## src/logic/data_move_pkg.sv

```systemverilog
// Constants, encodings and decode helpers for the data move decoder
package data_move_pkg;

    // Fixed opcodes and opcode prefixes of the move family
    localparam logic [4:0] PFX_RN_DIR = 5'h11;  // Work register to direct, low 3 bits select
    localparam logic [7:0] OPC_DIR_DIR = 8'h85; // Direct to direct
    localparam logic [6:0] PFX_IND_DIR = 7'h43; // Indirect RAM to direct, low bit picks pointer
    localparam logic [7:0] OPC_IMM_DIR = 8'h75; // Immediate to direct
    localparam logic [6:0] PFX_DIR_IND = 7'h53; // Direct to indirect RAM
    localparam logic [6:0] PFX_IMM_IND = 7'h3B; // Immediate to indirect RAM
    localparam logic [7:0] OPC_BIT_C = 8'hA3;   // Addressed bit to carry
    localparam logic [7:0] OPC_C_BIT = 8'h92;   // Carry to addressed bit

    // Instruction lengths in bytes and machine cycle counts
    localparam logic [1:0] LEN_2 = 2'h2;
    localparam logic [1:0] LEN_3 = 2'h3;
    localparam logic [1:0] CYC_1 = 2'h1;
    localparam logic [1:0] CYC_2 = 2'h2;

    // Address space codes for the read and write ports
    localparam logic [1:0] KIND_DIR = 2'h0; // Directly addressed byte
    localparam logic [1:0] KIND_IND = 2'h1; // Internal RAM through a pointer
    localparam logic [1:0] KIND_BIT = 2'h2; // Directly addressable bit, value in bit 0

    // Pointer registers sit at the bottom of the active bank
    localparam logic [1:0] PTR_HIGH_BITS = 2'h0;

    // Decoded instruction forms
    typedef enum logic [3:0] {
        OP_NONE, OP_RN_DIR, OP_DIR_DIR, OP_IND_DIR, OP_IMM_DIR,
        OP_DIR_IND, OP_IMM_IND, OP_BIT_C, OP_C_BIT
    } op_e;

    // Sequencer states
    typedef enum logic [1:0] {
        ST_IDLE, ST_FIRST, ST_SECOND, ST_FINISH
    } state_e;

    // Opcode to instruction form
    function automatic op_e op_decode(input logic [7:0] opc);
        op_e r;
        r = OP_NONE;
        if (opc[7:3] == PFX_RN_DIR) r = OP_RN_DIR;
        else if (opc == OPC_DIR_DIR) r = OP_DIR_DIR;
        else if (opc[7:1] == PFX_IND_DIR) r = OP_IND_DIR;
        else if (opc == OPC_IMM_DIR) r = OP_IMM_DIR;
        else if (opc[7:1] == PFX_DIR_IND) r = OP_DIR_IND;
        else if (opc[7:1] == PFX_IMM_IND) r = OP_IMM_IND;
        else if (opc == OPC_BIT_C) r = OP_BIT_C;
        else if (opc == OPC_C_BIT) r = OP_C_BIT;
        return r;
    endfunction : op_decode

    // Machine cycles per form
    function automatic logic [1:0] op_cycles(input op_e op);
        return (op == OP_IMM_IND || op == OP_BIT_C) ? CYC_1 : CYC_2;
    endfunction : op_cycles

    // Bytes per form
    function automatic logic [1:0] op_bytes(input op_e op);
        return (op == OP_DIR_DIR || op == OP_IMM_DIR) ? LEN_3 : LEN_2;
    endfunction : op_bytes

endpackage : data_move_pkg

```

## src/logic/data_move_decoder.sv

```systemverilog
// Decode and sequencing of the byte and bit data move instructions
`timescale 1ns/1ps

// Notes on behaviour
// - Register to direct: two bytes, two cycles
// - Direct to direct: three bytes, two cycles
// - Indirect RAM to direct: two bytes, two cycles
// - Immediate to direct: three bytes, two cycles
// - Direct to indirect RAM: two bytes, two cycles
// - Immediate to indirect RAM: two bytes, one cycle
// - Bit move copies source bit into destination
// - Bit moves always involve the carry flag
// - Bit move changes only its destination bit
// - Bit to carry: two bytes, one cycle
// - Carry to bit: two bytes, two cycles
module data_move_decoder (
    // Clock and reset
    input wire logic clock_in,
    input wire logic rst_b_in,
    // Instruction from the fetch unit
    input wire logic start_in,
    input wire logic [7:0] opcode_in,
    input wire logic [7:0] operand1_in,
    input wire logic [7:0] operand2_in,
    input wire logic [1:0] bank_in,
    output logic busy_out,
    output logic done_out,
    output logic illegal_out,
    output logic [1:0] length_out,
    output logic [1:0] cycles_out,
    // Working register read port
    output logic reg_en_out,
    output logic [4:0] reg_addr_out,
    input wire logic [7:0] reg_data_in,
    // Data read port
    output logic rd_en_out,
    output logic [1:0] rd_kind_out,
    output logic [7:0] rd_addr_out,
    input wire logic [7:0] rd_data_in,
    // Data write port
    output logic wr_en_out,
    output logic [1:0] wr_kind_out,
    output logic [7:0] wr_addr_out,
    output logic [7:0] wr_data_out,
    // Carry flag
    input wire logic carry_in,
    output logic carry_we_out,
    output logic carry_out
);

    // All sequencer state in one word
    typedef struct packed {
        data_move_pkg::state_e st;  // Sequencer phase
        data_move_pkg::op_e op;     // Form being executed
        logic two;                  // Two machine cycles
        logic [1:0] len;            // Byte length of the form
        logic illegal;              // Unknown opcode pulse
        logic reg_en;               // Working register read
        logic [4:0] reg_addr;       // Bank and register
        logic rd_en;                // Data read
        logic [1:0] rd_kind;
        logic [7:0] rd_addr;
        logic [1:0] wr_kind;        // Destination space
        logic [7:0] wr_addr;        // Destination address
        logic [7:0] wr_data;        // Byte or bit to store
    } seq_s;

    seq_s s_r;   // Registered state
    seq_s s_nxt; // Next state

    // Decoded form of the opcode on the fetch bus
    data_move_pkg::op_e dec_op;
    assign dec_op = data_move_pkg::op_decode(opcode_in);

    // Next state: accept, read, capture, write
    always_comb begin
        s_nxt = s_r;
        s_nxt.illegal = 1'b0;
        s_nxt.rd_en = 1'b0;
        s_nxt.reg_en = 1'b0;
        case (s_r.st)
            data_move_pkg::ST_IDLE: begin
                // Accept only while idle; the fetch unit waits on busy
                if (start_in && dec_op == data_move_pkg::OP_NONE) begin
                    s_nxt.illegal = 1'b1;
                end else if (start_in) begin
                    s_nxt.st = data_move_pkg::ST_FIRST;
                    s_nxt.op = dec_op;
                    s_nxt.two = data_move_pkg::op_cycles(dec_op) == data_move_pkg::CYC_2;
                    s_nxt.len = data_move_pkg::op_bytes(dec_op);
                    // Defaults: direct destination in the second byte
                    s_nxt.wr_kind = data_move_pkg::KIND_DIR;
                    s_nxt.wr_addr = operand1_in;
                    s_nxt.wr_data = 8'h00;
                    s_nxt.rd_kind = data_move_pkg::KIND_DIR;
                    s_nxt.rd_addr = operand1_in;
                    // Pointer is the first or second register of the bank
                    s_nxt.reg_addr = {bank_in, data_move_pkg::PTR_HIGH_BITS, opcode_in[0]};
                    case (dec_op)
                        data_move_pkg::OP_RN_DIR: begin
                            s_nxt.reg_en = 1'b1;
                            s_nxt.reg_addr = {bank_in, opcode_in[2:0]};
                        end
                        data_move_pkg::OP_DIR_DIR: begin
                            s_nxt.rd_en = 1'b1;
                            s_nxt.wr_addr = operand2_in;
                        end
                        data_move_pkg::OP_IND_DIR: begin
                            s_nxt.reg_en = 1'b1;
                        end
                        data_move_pkg::OP_IMM_DIR: begin
                            s_nxt.wr_data = operand2_in;
                        end
                        data_move_pkg::OP_DIR_IND: begin
                            s_nxt.rd_en = 1'b1;
                            s_nxt.reg_en = 1'b1;
                            s_nxt.wr_kind = data_move_pkg::KIND_IND;
                        end
                        data_move_pkg::OP_IMM_IND: begin
                            s_nxt.reg_en = 1'b1;
                            s_nxt.wr_kind = data_move_pkg::KIND_IND;
                            s_nxt.wr_data = operand1_in;
                        end
                        data_move_pkg::OP_BIT_C: begin
                            s_nxt.rd_en = 1'b1;
                            s_nxt.rd_kind = data_move_pkg::KIND_BIT;
                        end
                        data_move_pkg::OP_C_BIT: begin
                            s_nxt.wr_kind = data_move_pkg::KIND_BIT;
                        end
                        default: begin
                            s_nxt.st = data_move_pkg::ST_IDLE;
                        end
                    endcase
                end
            end
            data_move_pkg::ST_FIRST: begin
                // Read data arrives in the same cycle as its address
                s_nxt.st = s_r.two ? data_move_pkg::ST_SECOND : data_move_pkg::ST_FINISH;
                case (s_r.op)
                    data_move_pkg::OP_RN_DIR: s_nxt.wr_data = reg_data_in;
                    data_move_pkg::OP_DIR_DIR: s_nxt.wr_data = rd_data_in;
                    data_move_pkg::OP_IND_DIR: begin
                        // Pointer now known, fetch the RAM byte next
                        s_nxt.rd_en = 1'b1;
                        s_nxt.rd_kind = data_move_pkg::KIND_IND;
                        s_nxt.rd_addr = reg_data_in;
                    end
                    data_move_pkg::OP_DIR_IND: begin
                        s_nxt.wr_data = rd_data_in;
                        s_nxt.wr_addr = reg_data_in;
                    end
                    data_move_pkg::OP_IMM_IND: s_nxt.wr_addr = reg_data_in;
                    data_move_pkg::OP_BIT_C: begin
                        s_nxt.wr_data = {7'h00, rd_data_in[0]};
                    end
                    data_move_pkg::OP_C_BIT: begin
                        s_nxt.wr_data = {7'h00, carry_in};
                    end
                    default: begin
                        s_nxt.wr_data = s_r.wr_data;
                    end
                endcase
            end
            data_move_pkg::ST_SECOND: begin
                s_nxt.st = data_move_pkg::ST_FINISH;
                if (s_r.op == data_move_pkg::OP_IND_DIR) begin
                    s_nxt.wr_data = rd_data_in;
                end
            end
            data_move_pkg::ST_FINISH: begin
                // Write strobes stand for this one cycle only
                s_nxt.st = data_move_pkg::ST_IDLE;
            end
            default: begin
                s_nxt.st = data_move_pkg::ST_IDLE;
            end
        endcase
    end

    // State register
    always_ff @(posedge clock_in or negedge rst_b_in) begin
        if (!rst_b_in) begin
            s_r <= '0;
        end else begin
            s_r <= s_nxt;
        end
    end

    // Status toward fetch
    assign busy_out = s_r.st != data_move_pkg::ST_IDLE;
    assign done_out = s_r.st == data_move_pkg::ST_FINISH;
    assign illegal_out = s_r.illegal;
    assign length_out = s_r.len;
    assign cycles_out = data_move_pkg::op_cycles(s_r.op);

    // Read ports straight from the state word
    assign reg_en_out = s_r.reg_en;
    assign reg_addr_out = s_r.reg_addr;
    assign rd_en_out = s_r.rd_en;
    assign rd_kind_out = s_r.rd_kind;
    assign rd_addr_out = s_r.rd_addr;

    // Exactly one destination is written per move
    assign wr_en_out = done_out && s_r.op != data_move_pkg::OP_BIT_C;
    assign carry_we_out = done_out && s_r.op == data_move_pkg::OP_BIT_C;
    assign wr_kind_out = s_r.wr_kind;
    assign wr_addr_out = s_r.wr_addr;
    assign wr_data_out = s_r.wr_data;
    assign carry_out = s_r.wr_data[0];

    // Accepted instruction, helper for the checks below
    logic acc;
    assign acc = start_in && !busy_out;
endmodule : data_move_decoder

```

## config.mk

```make
export PLATFORM = sky130hd
export DESIGN_NAME = data_move_decoder
export DESIGN_NICKNAME = d
export VERILOG_FILES = /design/src/logic/data_move_pkg.sv /design/src/logic/data_move_decoder.sv
export SDC_FILE = /design/constraint.sdc
export NUM_CORES = 1
export LEC_CHECK = 0
export BUFFER_PORTS_ARGS = -buffer_cell sky130_fd_sc_hd__buf_2
export CAP_MARGIN = 20
export CORE_ASPECT_RATIO = 0.9
export CORE_MARGIN = 4
export CORE_UTILIZATION = 51
export DETAILED_ROUTE_END_ITERATION = 10
export PLACE_DENSITY = 0.91
export SLEW_MARGIN = 20
export SYNTH_ARGS = -nofsm -noshare
export SYNTH_HDL_FRONTEND = slang
export SYNTH_SLANG_ARGS = --single-unit
```

## constraint.sdc

```tcl
create_clock -name clock_in -period 3.08 [get_ports clock_in]
set_clock_uncertainty 0.2 [all_clocks]
set_input_delay 0.462 -clock clock_in [delete_from_list [all_inputs] [get_ports clock_in]]
set_output_delay 0.462 -clock clock_in [all_outputs]
set_load 0.02 [all_outputs]
```

==> metrics <==
status complete, but fails checks; violated checks negative hold slack; Crit Reg-Reg Endpoint rd_addr_out[7]; Routability Congestion 0.928; total number of vias 2,523; Post-Synthesis Cell Area 3000 um2; slowest CP cell nor4bb_1; DP Wirelength 5780 um; Synth Flop Type dfrtp_1; Setup TNS 0 ns; fin cells 433; critical path class primary input to register; Worst VDD drop 329 uV; CP max FO 8; RSZ-0062 raised after global routing false; Pwr Total 2.55 mW; I/O pin cnt 91; CTS tree yes; Cell variety after synth 56; die area 7170 um2; crit end category register; Least-Margin Pin Slew 0.579 ns; fillers 451; most common cell after layout, fill and taps aside buf_2; Final #Nets 412; vias per cell 5.83; clk_lat worst skew 0.30 ns; slowest stage delay, CP 0.48 ns; CTS Buf Count 5; Row Count 26; CTS root buf clkbuf_8; initial antenna violation count 0; Max Slew Vio Count 0; # resized after CTS 0; first-pass GRT wire length 12,100 um; Critical Path RT 3.07 ns; worst hold path type primary input to asynchronous set/reset pin; cells after synthesis 301; Clock Path Buffers 2; Synth area leaders dfrtp_1 (38%), buf_4 (8.8%), mux2_4 (4.5%); leak pwr 1.82 nW; fin util 60.0%; Core ar. 5690 um2; Layout area overhead 14.0%; post-route cell area 3420 um2; vias in the first global route 2,409; Ys Warns 0; Seq/Total Area, Yosys 37.6%; data arrival time of the worst path 2.63 ns; Die H 80.7 um; CP bufs+invs 2; Inst Count DP 425; Post CTS Setup Buffer Count 0; commonest cells after routing, fill and taps aside buf_2 (89), dfrtp_1 (45), nand2_1 (27); RR Startpoint s_r[44]; worst r2r path cells 5; Startpoint Class primary input; share of the synthesized area in the top cell type 37.6%; Routed Antenna Nets 0; Detailed Route WL 7740 um; Max-Cap Viols 0; TritonRoute pass-1 iters 5; DRT iter0 DRCs 158; hold slack final -0.0461 ns; placed cell area 3300 um2; Post-synth ARST share 100%; largest net degree at the start of global routing 46; R2R Setup Slk 0.62 ns; clk sinks 45; Slew Limit Headroom 61.4%; H-tree levels 2; Clock transition at path regs 0.08 ns; largest delay contributor family on the critical path simple AND/OR/NAND/NOR gates; global route total overflow 0; PortBufs 90; cell taking the most area after synthesis dfrtp_1; ANT cells 0; Period minus WS final 2.64 ns; Residual DRC 0; Syn Nets 351; number of synthesized flops with an enable pin 0; wire per inst 17.9 um; Max Clock Freq 379 MHz; Final Cycle Share 85.7%; Die X-Extent 88.8 um; Initial Utilization 52.7%; Synth Area per Inst 9.96 um2; endpoints failing setup 0; CTS Hold Buffers Added 0; Yosys reg bits 45; Total GRT Usage 21.8%; worst-path cell chain buf_2, nor4bb_1, and4bb_1, a211o_2, o31ai_4, buf_4, a22oi_4, mux2_2; Final Hold Viols 45; Power Dens Cells 747 nW/um2; layout cell share with drive strength beyond 1 38.6%
==> routing by layer <==
metal  vias to the layer above  wire length [um]  global-route usage [%]
li1                       1164                 -                       -
met1                      1217              3240                    28.7
met2                       128              3730                    36.0
met3                        14               640                    4.06
met4                         0               131                    7.55
met5                         -                 0                       0
==> area by class of cell <==
| class | count | area, um2 | area share, % |
|---|---|---|---|
| well taps | 70 | 87.6 | 2.56 |
| repair buffers | 102 | 543 | 15.9 |
| flip-flops and latches | 45 | 1130 | 33.0 |
| clock inverters | 1 | 30.0 | 0.879 |
| clock buffers | 7 | 86.3 | 2.53 |
| multi-input cells | 192 | 1480 | 43.4 |
| inverters | 16 | 60.1 | 1.76 |
==> cells in the mapped netlist (all sizes together), types with 2 or more instances <==
| cell | count |
|---|---|
| dfrtp | 45 |
| nand2 | 27 |
| inv | 15 |
| a211oi | 3 |
| nor4bb | 2 |
| a21o | 2 |
| mux2 | 28 |
| nor2b | 6 |
| a22oi | 9 |
| clkbuf | 8 |
| mux2i | 9 |
| and2 | 4 |
| nand3 | 4 |
| buf | 40 |
| nand2b | 3 |
| a22o | 3 |
| o31ai | 10 |
| nor3 | 3 |
| nor2 | 11 |
| o21ai | 13 |
| and3b | 2 |
| a21oi | 11 |
| o22ai | 16 |
| xor2 | 2 |
| ha | 4 |
==> metrics by stage <==
step	hold WS [ns]	setup slack (ns)
final	-0.0461	0.439
after detailed placement	0.265	0.156
after floorplan	-0.0336	0.452
after global placement	0.247	0.206
after CTS	0.170	0.447
after global routing	0.00561	0.295
==> worst reg2reg max path, stage by stage (launching register included) <==
cell	delay, ns
dfrtp_1	0.41
inv_1	0.12
ha_1	0.49
nand2b_1	0.26
a22o_1	0.53
mux2_4	0.35
==> power by group <==
group | leakage (nW) | switching [mW] | total, mW | internal [mW]
Combinational | 1.16 | 0.773 | 1.26 | 0.485
Clock | 0.0585 | 0.199 | 0.464 | 0.265
Sequential | 0.604 | 0.0996 | 0.832 | 0.732
==> worst max path at each step <==
| stage | startpoint | end | cells past startpoint |
|---|---|---|---|
| 2_1_floorplan | opcode_in[6] | rd_addr_out[0] | 7 |
| 3_3_place_gp | opcode_in[3] | wr_addr_out[3] | 8 |
| 3_5_place_dp | opcode_in[3] | wr_addr_out[3] | 8 |
| 4_1_cts | opcode_in[3] | wr_addr_out[1] | 8 |
| 5_1_grt | opcode_in[5] | wr_addr_out[7] | 8 |
| 6_report | opcode_in[5] | wr_addr_out[3] | 8 |
==> cell families (layout without fill, tap and decap cells) <==
| logic type | after synthesis | after routing | share of synthesized area [%] |
|---|---|---|---|
| multiplexers | 37 | 37 | 14.6 |
| buffers and inverters | 64 | 126 | 13.2 |
| adder cells (fa/ha/maj) | 4 | 4 | 1.67 |
| XOR/XNOR | 3 | 3 | 0.877 |
| AO/OA/AOI/OAI | 77 | 77 | 18.9 |
| AND/OR/NAND/NOR | 71 | 71 | 13.1 |
| flip-flops | 45 | 45 | 37.6 |
==> flip-flops by register name, indices dropped and copies added (netlist names) <==
register and count:
length_out 2, rd_kind_out 2, reg_en_out 1, wr_addr_out 8, wr_data_out 8, reg_addr_out 5, rd_en_out 1, rd_addr_out 8
wr_kind_out 2, illegal_out 1, s_r 7
Note: power is estimated with default switching activity, not from simulation.
